===== src/sihw_pkg.sv =====
// Constants, characters, register map and types for the soft-unlock and host-watchdog decoder
package sihw_pkg;
	// Frame characters
	localparam logic [7:0] CH_TILDE = 8'h7E;
	localparam logic [7:0] CH_PCT = 8'h25;
	localparam logic [7:0] CH_DOLLAR = 8'h24;
	localparam logic [7:0] CH_STAR = 8'h2A;
	localparam logic [7:0] CH_CR = 8'h0D;
	localparam logic [7:0] CH_BANG = 8'h21;
	localparam logic [7:0] CH_QMARK = 8'h3F;
	localparam logic [7:0] CH_I = 8'h49;
	localparam logic [7:0] CH_O = 8'h4F;
	localparam logic [7:0] CH_T = 8'h54;
	localparam logic [7:0] CH_M = 8'h4D;
	localparam logic [7:0] CH_0 = 8'h30;
	localparam logic [7:0] CH_1 = 8'h31;
	localparam logic [7:0] CH_2 = 8'h32;
	localparam logic [7:0] CH_3 = 8'h33;
	// Buffer sizes and frame lengths (body, without checksum and CR)
	localparam int RX_DEPTH = 16;
	localparam int TX_DEPTH = 12;
	localparam int NAME_MAX = 6;
	localparam logic [4:0] LEN_SHORT = 5'h04;
	localparam logic [4:0] LEN_ALIVE = 5'h03;
	localparam logic [4:0] LEN_WINDOW = 5'h06;
	localparam logic [4:0] LEN_SETWD = 5'h07;
	localparam logic [4:0] LEN_CONFIG = 5'h0B;
	localparam logic [4:0] LEN_NAME_MAX = 5'h0A;
	// Reset values and limits
	localparam logic [7:0] WINDOW_RESET = 8'h00;
	localparam logic [7:0] WINDOW_MAX_S = 8'h3C;
	localparam logic [7:0] ADDR_RESET = 8'h01;
	localparam logic [11:0] TENTHS_PER_S = 12'h00A;
	// Timing: one watchdog tick is a tenth of a second
	localparam int CLK_PERIOD_NS = 50;
	localparam int TICK_NS = 100_000_000;
	localparam int TICK_CYCLES = TICK_NS / CLK_PERIOD_NS;
	// Register byte offsets
	localparam logic [7:0] REG_CTRL = 8'h00;
	localparam logic [7:0] REG_STATUS = 8'h04;
	localparam logic [7:0] REG_CONFIG = 8'h08;
	localparam logic [7:0] REG_NAME_LO = 8'h0C;
	localparam logic [7:0] REG_NAME_HI = 8'h10;
	// Field positions
	localparam int CTRL_CHK_BIT = 8;
	localparam int CTRL_INIT_BIT = 9;
	localparam int STAT_UNLOCK_BIT = 0;
	localparam int STAT_WDEN_BIT = 1;
	localparam int STAT_FLAG_BIT = 2;
	localparam int WDS_EN_BIT = 7;
	localparam int WDS_FLAG_BIT = 2;
	typedef enum logic {SIHW_IDLE, SIHW_SEND} sihw_state_t;
endpackage


===== src/sihw_decoder.sv =====
// Serial command decoder with soft unlock, module label and host watchdog
//
// Function
// - Unlock command arms soft unlock, acknowledges
// - Bad syntax, error or other address: silent
// - Reply opens with ! or ?, address
// - Store label up to six characters
// - Unlock window in seconds, max 60
// - Unlock then configuration, within window
// - Zero window refuses unlock with ?
// - Window resets to zero
// - Host-alive broadcast never gets reply
// - Status bit7 enabled, bit2 timeout
// - Timeout flag survives reset, clear command only
// - Clear command zeroes flag, acknowledges
// - Timeout read gives enable digit, value
// - Timeout value counts tenths of second
// - One command sets enable and value
// - Set command: digit 3, enable, value
// - Timeout disables the watchdog
`timescale 1ns/1ns
module sihw_decoder
	import sihw_pkg::*;
#(
	parameter int TICK_CYCLES_P = TICK_CYCLES
) (
	input wire logic core_clk_in,
	input wire logic reset_in,
	input wire logic [7:0] rx_data_in,
	input wire logic rx_valid_in,
	input wire logic rx_error_in,
	output logic [7:0] tx_data_out,
	output logic tx_valid_out,
	input wire logic tx_ready_in,
	input wire logic nv_flag_in,
	output logic nv_flag_out,
	output logic config_apply_out,
	output logic [31:0] config_data_out,
	input wire logic hsel_in,
	input wire logic [31:0] haddr_in,
	input wire logic [1:0] htrans_in,
	input wire logic hwrite_in,
	input wire logic [2:0] hsize_in,
	input wire logic [31:0] hwdata_in,
	input wire logic hready_in,
	output logic hreadyout_out,
	output logic hresp_out,
	output logic [31:0] hrdata_out
);
	function automatic logic [4:0] hex_val(input logic [7:0] c);
		if (c >= 8'h30 && c <= 8'h39) return {1'b1, c[3:0]};
		if ((c >= 8'h41 && c <= 8'h46) || (c >= 8'h61 && c <= 8'h66)) return {1'b1, c[3:0] + 4'h9};
		return 5'h00;
	endfunction
	function automatic logic [7:0] hex_char(input logic [3:0] v);
		return (v < 4'hA) ? 8'h30 + {4'h0, v} : 8'h37 + {4'h0, v};
	endfunction
	logic [7:0] rx_buf_ff [RX_DEPTH];
	logic [4:0] rx_len_ff;
	logic [7:0] tx_buf_ff [TX_DEPTH];
	logic [3:0] tx_left_ff;
	sihw_state_t state_ff;
	logic [7:0] addr_ff, window_ff, wd_tenths_ff, wd_cnt_ff, wr_addr_ff;
	logic chk_en_ff, init_pin_ff, unlock_ff, wd_en_ff, wd_flag_ff, load_pend_ff;
	logic rx_bad_ff, cfg_apply_ff, wr_pend_ff;
	logic [11:0] unlock_cnt_ff;
	logic [31:0] tick_cnt_ff, cfg_data_ff, hrdata_ff;
	logic [7:0] name_ff [NAME_MAX];
	logic [2:0] name_len_ff;

	// Frame framing and decode
	wire frame_done = rx_valid_in && rx_data_in == CH_CR;
	wire [4:0] body_len = chk_en_ff ? rx_len_ff - 5'h02 : rx_len_ff;
	wire len_ok = !chk_en_ff || rx_len_ff >= 5'h02;
	logic [7:0] sum_rx;
	logic [31:0] cfg_word;
	logic cfg_hex_ok;
	logic [4:0] chk_hi, chk_lo, cfg_nib;
	always_comb begin
		sum_rx = 8'h00;
		cfg_word = 32'h0000_0000;
		cfg_hex_ok = 1'b1;
		cfg_nib = 5'h00;
		for (int i = 0; i < RX_DEPTH; i++) if (5'(i) < body_len) sum_rx = sum_rx + rx_buf_ff[i];
		for (int i = 0; i < 8; i++) begin
			cfg_nib = hex_val(rx_buf_ff[3 + i]);
			cfg_word = {cfg_word[27:0], cfg_nib[3:0]};
			cfg_hex_ok = cfg_hex_ok && cfg_nib[4];
		end
		chk_hi = hex_val(rx_buf_ff[4'(body_len)]);
		chk_lo = hex_val(rx_buf_ff[4'(body_len + 5'h01)]);
	end
	wire chk_ok = !chk_en_ff || (chk_hi[4] && chk_lo[4] && {chk_hi[3:0], chk_lo[3:0]} == sum_rx);
	wire frame_ok = frame_done && !rx_bad_ff && !rx_error_in && len_ok && chk_ok &&
		state_ff == SIHW_IDLE;
	wire [4:0] a_hi = hex_val(rx_buf_ff[1]);
	wire [4:0] a_lo = hex_val(rx_buf_ff[2]);
	wire addr_hit = frame_ok && a_hi[4] && a_lo[4] && {a_hi[3:0], a_lo[3:0]} == addr_ff;
	wire tilde_hit = addr_hit && rx_buf_ff[0] == CH_TILDE;
	wire [4:0] v_hi = hex_val(rx_buf_ff[4]);
	wire [4:0] v_lo = hex_val(rx_buf_ff[5]);
	wire [4:0] e_hi = hex_val(rx_buf_ff[5]);
	wire [4:0] e_lo = hex_val(rx_buf_ff[6]);
	wire is_alive = frame_ok && rx_buf_ff[0] == CH_TILDE && rx_buf_ff[1] == CH_STAR &&
		rx_buf_ff[2] == CH_STAR && body_len == LEN_ALIVE;
	wire cmd_unlock = tilde_hit && rx_buf_ff[3] == CH_I && body_len == LEN_SHORT;
	wire cmd_name = tilde_hit && rx_buf_ff[3] == CH_O && body_len > LEN_SHORT &&
		body_len <= LEN_NAME_MAX;
	wire cmd_window = tilde_hit && rx_buf_ff[3] == CH_T && body_len == LEN_WINDOW &&
		v_hi[4] && v_lo[4];
	wire cmd_status = tilde_hit && rx_buf_ff[3] == CH_0 && body_len == LEN_SHORT;
	wire cmd_clear = tilde_hit && rx_buf_ff[3] == CH_1 && body_len == LEN_SHORT;
	wire cmd_rdwd = tilde_hit && rx_buf_ff[3] == CH_2 && body_len == LEN_SHORT;
	wire cmd_setwd = tilde_hit && rx_buf_ff[3] == CH_3 && body_len == LEN_SETWD &&
		(rx_buf_ff[4] == CH_0 || rx_buf_ff[4] == CH_1) && e_hi[4] && e_lo[4];
	wire cmd_config = addr_hit && rx_buf_ff[0] == CH_PCT && body_len == LEN_CONFIG && cfg_hex_ok;
	wire cmd_rdname = addr_hit && rx_buf_ff[0] == CH_DOLLAR && rx_buf_ff[3] == CH_M &&
		body_len == LEN_SHORT;
	wire any_cmd = cmd_unlock || cmd_name || cmd_window || cmd_status || cmd_clear ||
		cmd_rdwd || cmd_setwd || cmd_config || cmd_rdname;
	wire [7:0] new_window = {v_hi[3:0], v_lo[3:0]};
	wire [7:0] new_tenths = {e_hi[3:0], e_lo[3:0]};
	// A zero window makes the unlock meaningless, so it is refused
	wire unlock_ok = window_ff != WINDOW_RESET;
	wire config_ok = init_pin_ff || unlock_ff;
	wire reply_ok = !((cmd_unlock && !unlock_ok) || (cmd_window && new_window > WINDOW_MAX_S) ||
		(cmd_config && !config_ok));
	wire [7:0] wd_status = {wd_en_ff, 4'h0, wd_flag_ff, 2'b00};
	// Reply assembly: body, optional checksum, CR
	logic [7:0] nxt_tx [TX_DEPTH];
	logic [3:0] nxt_len;
	logic [7:0] sum_tx;
	always_comb begin
		sum_tx = 8'h00;
		for (int i = 0; i < TX_DEPTH; i++) nxt_tx[i] = 8'h00;
		nxt_tx[0] = reply_ok ? CH_BANG : CH_QMARK;
		nxt_tx[1] = hex_char(addr_ff[7:4]);
		nxt_tx[2] = hex_char(addr_ff[3:0]);
		nxt_len = 4'h3;
		if (reply_ok && cmd_status) begin
			nxt_tx[3] = hex_char(wd_status[7:4]);
			nxt_tx[4] = hex_char(wd_status[3:0]);
			nxt_len = 4'h5;
		end else if (reply_ok && cmd_rdwd) begin
			nxt_tx[3] = wd_en_ff ? CH_1 : CH_0;
			nxt_tx[4] = hex_char(wd_tenths_ff[7:4]);
			nxt_tx[5] = hex_char(wd_tenths_ff[3:0]);
			nxt_len = 4'h6;
		end else if (reply_ok && cmd_rdname) begin
			for (int i = 0; i < NAME_MAX; i++) begin
				if (3'(i) < name_len_ff) nxt_tx[3 + i] = name_ff[i];
			end
			nxt_len = 4'h3 + {1'b0, name_len_ff};
		end
		for (int i = 0; i < TX_DEPTH; i++) if (4'(i) < nxt_len) sum_tx = sum_tx + nxt_tx[i];
		if (chk_en_ff) begin
			nxt_tx[nxt_len] = hex_char(sum_tx[7:4]);
			nxt_tx[nxt_len + 4'h1] = hex_char(sum_tx[3:0]);
			nxt_len = nxt_len + 4'h2;
		end
		nxt_tx[nxt_len] = CH_CR;
		nxt_len = nxt_len + 4'h1;
	end
	// Receive buffer; overflow spoils the frame rather than wrapping
	always_ff @(posedge core_clk_in) begin
		if (reset_in || frame_done) begin
			rx_len_ff <= 5'h00;
			rx_bad_ff <= 1'b0;
		end else if (rx_valid_in) begin
			if (rx_len_ff == 5'(RX_DEPTH)) rx_bad_ff <= 1'b1;
			else rx_len_ff <= rx_len_ff + 5'h01;
			if (rx_error_in) rx_bad_ff <= 1'b1;
		end else if (rx_error_in) begin
			rx_bad_ff <= 1'b1;
		end
	end
	always_ff @(posedge core_clk_in) begin
		if (rx_valid_in && !frame_done && rx_len_ff < 5'(RX_DEPTH)) rx_buf_ff[4'(rx_len_ff)] <= rx_data_in;
	end
	// Transmit shifter: head byte drives the output
	wire tx_shift = state_ff == SIHW_SEND && tx_ready_in;
	wire reply_go = any_cmd;
	always_ff @(posedge core_clk_in) begin
		if (reset_in) begin
			state_ff <= SIHW_IDLE;
			tx_left_ff <= 4'h0;
		end else begin
			case (state_ff)
				SIHW_IDLE: begin
					if (reply_go) begin
						state_ff <= SIHW_SEND;
						tx_left_ff <= nxt_len;
					end
				end
				SIHW_SEND: begin
					if (tx_ready_in) begin
						tx_left_ff <= tx_left_ff - 4'h1;
						if (tx_left_ff == 4'h1) state_ff <= SIHW_IDLE;
					end
				end
				default: state_ff <= SIHW_IDLE;
			endcase
		end
	end
	generate
		for (genvar g = 0; g < TX_DEPTH; g++) begin : g_tx
			always_ff @(posedge core_clk_in) begin
				if (reset_in) tx_buf_ff[g] <= 8'h00;
				else if (reply_go) tx_buf_ff[g] <= nxt_tx[g];
				else if (tx_shift) tx_buf_ff[g] <= (g == TX_DEPTH - 1) ? 8'h00 : tx_buf_ff[(g + 1) % TX_DEPTH];
			end
		end
	endgenerate
	assign tx_valid_out = state_ff == SIHW_SEND;
	assign tx_data_out = tx_buf_ff[0];
	// Tenth-second tick shared by both timers
	wire tick = tick_cnt_ff == 32'(TICK_CYCLES_P - 1);
	always_ff @(posedge core_clk_in) begin
		if (reset_in || tick) tick_cnt_ff <= 32'h0000_0000;
		else tick_cnt_ff <= tick_cnt_ff + 32'h0000_0001;
	end
	// Soft unlock and its window
	wire [11:0] window_tenths = 12'({4'h0, window_ff} * TENTHS_PER_S);
	wire unlock_expire = unlock_ff && tick && unlock_cnt_ff + 12'h001 >= window_tenths;
	always_ff @(posedge core_clk_in) begin
		if (reset_in) begin
			window_ff <= WINDOW_RESET;
			unlock_ff <= 1'b0;
			unlock_cnt_ff <= 12'h000;
		end else begin
			if (cmd_window && new_window <= WINDOW_MAX_S) window_ff <= new_window;
			if (cmd_unlock && unlock_ok) begin
				unlock_ff <= 1'b1;
				unlock_cnt_ff <= 12'h000;
			end else if (any_cmd || unlock_expire) begin
				unlock_ff <= 1'b0;
			end else if (unlock_ff && tick) begin
				unlock_cnt_ff <= unlock_cnt_ff + 12'h001;
			end
		end
	end
	// Host watchdog; the flag is reloaded from outside storage after reset
	wire wd_expire = wd_en_ff && tick && !is_alive && !cmd_setwd &&
		{1'b0, wd_cnt_ff} + 9'h001 >= {1'b0, wd_tenths_ff};
	always_ff @(posedge core_clk_in) begin
		if (reset_in) begin
			wd_en_ff <= 1'b0;
			wd_tenths_ff <= 8'h00;
			wd_cnt_ff <= 8'h00;
			wd_flag_ff <= 1'b0;
			load_pend_ff <= 1'b1;
		end else begin
			load_pend_ff <= 1'b0;
			if (cmd_setwd) begin
				wd_en_ff <= rx_buf_ff[4] == CH_1;
				wd_tenths_ff <= new_tenths;
			end else if (wd_expire) begin
				wd_en_ff <= 1'b0;
			end
			if (is_alive || cmd_setwd) wd_cnt_ff <= 8'h00;
			else if (wd_en_ff && tick) wd_cnt_ff <= wd_cnt_ff + 8'h01;
			if (load_pend_ff) wd_flag_ff <= nv_flag_in;
			else if (wd_expire) wd_flag_ff <= 1'b1;
			else if (cmd_clear) wd_flag_ff <= 1'b0;
		end
	end
	assign nv_flag_out = wd_flag_ff;
	// Label storage and configuration handoff
	always_ff @(posedge core_clk_in) begin
		if (reset_in) begin
			name_len_ff <= 3'h0;
			cfg_apply_ff <= 1'b0;
			cfg_data_ff <= 32'h0000_0000;
		end else begin
			cfg_apply_ff <= cmd_config && config_ok;
			if (cmd_config && config_ok) cfg_data_ff <= cfg_word;
			if (cmd_name) name_len_ff <= 3'(body_len - LEN_SHORT);
		end
	end
	generate
		for (genvar g = 0; g < NAME_MAX; g++) begin : g_name
			always_ff @(posedge core_clk_in) begin
				if (reset_in) name_ff[g] <= 8'h00;
				else if (cmd_name) name_ff[g] <= rx_buf_ff[4 + g];
			end
		end
	endgenerate
	assign config_apply_out = cfg_apply_ff;
	assign config_data_out = cfg_data_ff;
	// AHB-Lite slave, zero wait states, always OKAY
	wire ahb_take = hsel_in && htrans_in[1] && hready_in;
	wire [7:0] rd_sel = haddr_in[7:0];
	wire sel_ctrl = rd_sel == REG_CTRL;
	wire sel_stat = rd_sel == REG_STATUS;
	wire sel_cfg = rd_sel == REG_CONFIG;
	wire sel_nlo = rd_sel == REG_NAME_LO;
	wire sel_nhi = rd_sel == REG_NAME_HI;
	wire [31:0] ctrl_word = {22'h0, init_pin_ff, chk_en_ff, addr_ff};
	wire [31:0] stat_word = {8'h00, wd_tenths_ff, window_ff, 5'h00, wd_flag_ff, wd_en_ff, unlock_ff};
	wire [31:0] nlo_word = {name_ff[3], name_ff[2], name_ff[1], name_ff[0]};
	wire [31:0] nhi_word = {5'h00, name_len_ff, 8'h00, name_ff[5], name_ff[4]};
	wire [31:0] rd_word = sel_ctrl ? ctrl_word : sel_stat ? stat_word : sel_cfg ? cfg_data_ff :
		sel_nlo ? nlo_word : sel_nhi ? nhi_word : 32'h0000_0000;
	always_ff @(posedge core_clk_in) begin
		if (reset_in) begin
			wr_pend_ff <= 1'b0;
			wr_addr_ff <= 8'h00;
			hrdata_ff <= 32'h0000_0000;
			addr_ff <= ADDR_RESET;
			chk_en_ff <= 1'b0;
			init_pin_ff <= 1'b0;
		end else begin
			wr_pend_ff <= ahb_take && hwrite_in;
			wr_addr_ff <= rd_sel;
			if (ahb_take && !hwrite_in) hrdata_ff <= rd_word;
			if (wr_pend_ff && wr_addr_ff == REG_CTRL) begin
				addr_ff <= hwdata_in[7:0];
				chk_en_ff <= hwdata_in[CTRL_CHK_BIT];
				init_pin_ff <= hwdata_in[CTRL_INIT_BIT];
			end
		end
	end
	assign hreadyout_out = 1'b1;
	assign hresp_out = 1'b0;
	assign hrdata_out = hrdata_ff;
endmodule // sihw_decoder


===== config.mk =====
export PLATFORM = sky130hd
export DESIGN_NAME = sihw_decoder
export DESIGN_NICKNAME = d
export VERILOG_FILES = /design/src/sihw_pkg.sv /design/src/sihw_decoder.sv
export SDC_FILE = /design/constraint.sdc
export NUM_CORES = 2
export LEC_CHECK = 0
export BUFFER_PORTS_ARGS = -buffer_cell sky130_fd_sc_hd__buf_2
export CORE_MARGIN = 1.5
export CORE_UTILIZATION = 30
export DETAILED_ROUTE_END_ITERATION = 10
export PLACE_DENSITY_LB_ADDON = 0.12
export SYNTH_ARGS = -nofsm -noshare
export SYNTH_HDL_FRONTEND = slang
export SYNTH_SLANG_ARGS = --single-unit

===== constraint.sdc =====
create_clock -name core_clk_in -period 36.9 [get_ports core_clk_in]
set_input_delay 1.845 -clock core_clk_in [delete_from_list [all_inputs] [get_ports core_clk_in]]
set_output_delay 1.845 -clock core_clk_in [all_outputs]
set_load 0.03 [all_outputs]

==> metrics.txt <==
Die Height=355 um; sequential cell area fraction in the yosys report=0.308; CP endpoint kind=flop; fillcell total=12943; number of synthesized register bits=439; dominant cells by area after synthesis=edfxtp_1 (22%), ha_1 (9.2%), dfxtp_1 (9.1%), nor2_1 (4.9%), nand2_1 (4.4%); Critical Path RT=37.31 ns; # Max-Cap Violations=0; total gr overflow=0; fin. max-slew vios=0; hold_ws=0.466 ns; Mapped Cells=4315; synth warn=0; Post-Synth Adder-Cell Area=0.105; Crit Path Max Fanout=37; 1st-iter DRT viols=3513; CTS tree=built; Synth area leader=edfxtp_1; worst clock skew=0.0824 ns; total global-route track usage=0.257; startpoint types=flop; Finished Core Util=0.337; post-synthesis cell area=37200 um2; ys async rst share=0; share of the synthesized area in the top cell type=0.217; count of buffer and inverter cells on the critical path=10; minimum clock period=33.72 ns; Initial Util=0.302; Final period util=0.914; WP data arrival=34.13 ns; Post-DRT Antenna Nets=0; Avg Inst Size Synth=8.63 um2; CTS Buf Count=57; Final WS setup=3.18 ns; Synth Area in Simple Gates=0.206; Rows=129; postcts setup bufs=0; Critical Path Slowest Stage Cell=o41ai_1; final setup fails=0; post-synthesis net count=4699; P&R area growth vs syn=11.8%; compound-cell area share of the yosys netlist=0.211; vias after detailed routing=34699; Final Power=0.00140 W; Post-synth EDFFs=269; vias per cell=5.73; Setup WS pre-CTS=3.52 ns; top_reg_cell synth=edfxtp_1; Max Clock Freq=29.7 MHz; commonest non-fill, non-tap cell in the layout=nor2_1; drt pass-1 iters=7; post-cts sizing count=0; worst vdd ir=0.0375 mV; register area=11500 um2; slowest stage delay, CP=0.65 ns; die width=355 um; CP dominant cell by count=ha_1; most frequent cells in the layout=nor2_1 (488), nand2_1 (432), a21oi_1 (308); root buffer cell=clkbuf_16; accumulated negative setup slack=0 ns; PortBufs=110; # DRC=0; number of global-route vias before repair=32951; crit path kind=flop to flop; pin count of the biggest net entering global routing=59; CTS max path bufs=3; die area=126000 um2; clk_lat worst skew=0.72 ns; DP HPWL=129000 um; Avg WL per Cell=27.5 um; H-tree depth=2; Post-Route WL=166000 um; final hold vios=0; Pwr Density=33.6 nW/um2; CP delay by family, top=compound AO/OA/AOI/OAI gates; fraction of layout instances using a drive strength above 1=0.106; XOR/XNOR Fraction of Synth Area=0.0622; mux share of post-synthesis cell area=0.0644; Max-slew headroom=0.0798; Post-CTS Hold Buffers=0; nets@finish=4749; CTS sink cnt=439; largest family of logic cells by synthesized area=compound AO/OA/AOI/OAI gates; footprint of the multi-input gates=24200 um2; P_leak=16.1 nW; GPL Wtd Cong=0.956; initial antenna violation count=9; number of distinct library cells after synthesis=125; RSZ-0062 raised after global routing=false; status=complete, no violations; I/O pin cnt=163; core area=123000 um2; Slew @ Worst Pin=1.38 ns; first-pass GRT wire length=238000 um; HP Class=flop to flop; clock transition at the registers of the reported paths=0.06 ns
-- worst register-to-register path, delay by kind of cell (launching register included) --
| kind | cells | cell delay (ns) |
|---|---|---|
| buf+inv | 10 | 1.64 |
| compound gates | 47 | 11.30 |
| fa+ha+maj | 24 | 7.48 |
| flops | 1 | 0.31 |
| simple gates | 45 | 8.18 |
| xor+xnor | 18 | 3.96 |
| mux | 3 | 0.52 |
-- per-layer routing --
metal,GRT usage,share of wire,vias up
met2,0.407,0.44,1360
li1,-,-,16043
met5,0,0.00011,-
met3,0.0354,0.068,290
met1,0.347,0.44,17004
met4,0.113,0.047,2
-- registers in the layout, summed over array words and instances, names as in the netlist, 12 cells and up --
| register | cells |
|---|---|
| tick_cnt_ff | 32 |
| config_data_out | 32 |
| unlock_cnt_ff | 12 |
| name_ff | 48 |
| rx_buf_ff | 128 |
| tx_buf_ff | 93 |
| hrdata_out | 32 |
-- cell type report --
type                       instances  share of cell area
timing repair buffer             198              0.0292
tap                             1637              0.0492
antenna                            2            0.000120
clock buffer                      61              0.0346
clock inverter                    47              0.0139
sequential                       439               0.276
multi-input combinational       3509               0.582
inverter                         160              0.0144
-- path summary, 6_finish.rpt --
check	start	to	slack (ns)	cells after the start
setup reg to reg	rx_len_ff[1]	tx_buf_ff[1][12]	3.18	147
hold / removal	tick_cnt_ff[0]	tick_cnt_ff[0]	0.47	1
setup / recovery	rx_len_ff[1]	tx_buf_ff[1][12]	3.18	147
hold reg to reg	tick_cnt_ff[0]	tick_cnt_ff[0]	0.47	1
-- synth_stat cells, types with 28 or more instances --
library cell  instances
a211oi_1             76
a21o_1               54
a21oi_1             308
a22oi_1              63
a31oi_1              35
and2_1               85
and3_1               41
buf_2                28
clkbuf_1            133
dfxtp_1             170
edfxtp_1            269
ha_1                274
inv_1               158
mux2_2               39
mux2i_1             108
mux4_2               39
nand2_1             432
nand2b_1             42
nand3_1             120
nand4_1              33
nor2_1              490
nor2b_1              54
nor3_1               86
o211ai_1             54
o21ai_0             232
o21ai_1              31
o21bai_1             37
o22ai_1              32
or3_1                30
xnor2_1             144
xor2_1              103
-- metrics by stage --
step / cells / area [um2]
3_3_place_gp: 5943 / 39600
4_1_cts: 6051 / 41600
5_1_grt: 6052 / 41600
2_1_floorplan: 4315 / 37200
3_5_place_dp: 5943 / 39600
6_report: 6053 / 41600
-- cells by family after synthesis --
family	Yosys count
adders and majority gates	299
and+or+nand+nor	1583
other	2
AOI/OAI and AO/OA	1185
buffers and inverters	367
DFF	439
xor gates and xnor gates	254
muxes	186
-- power breakdown --
| group | switching [W] | internal, W | leakage (nW) |
|---|---|---|---|
| logic | 0.000153 | 0.0000944 | 11.2 |
| registers | 0.0000113 | 0.000528 | 3.98 |
| clock network | 0.000260 | 0.000350 | 0.960 |
| total | 0.000424 | 0.000973 | 16.1 |
No activity file was read; power rests on OpenSTA's default activity.
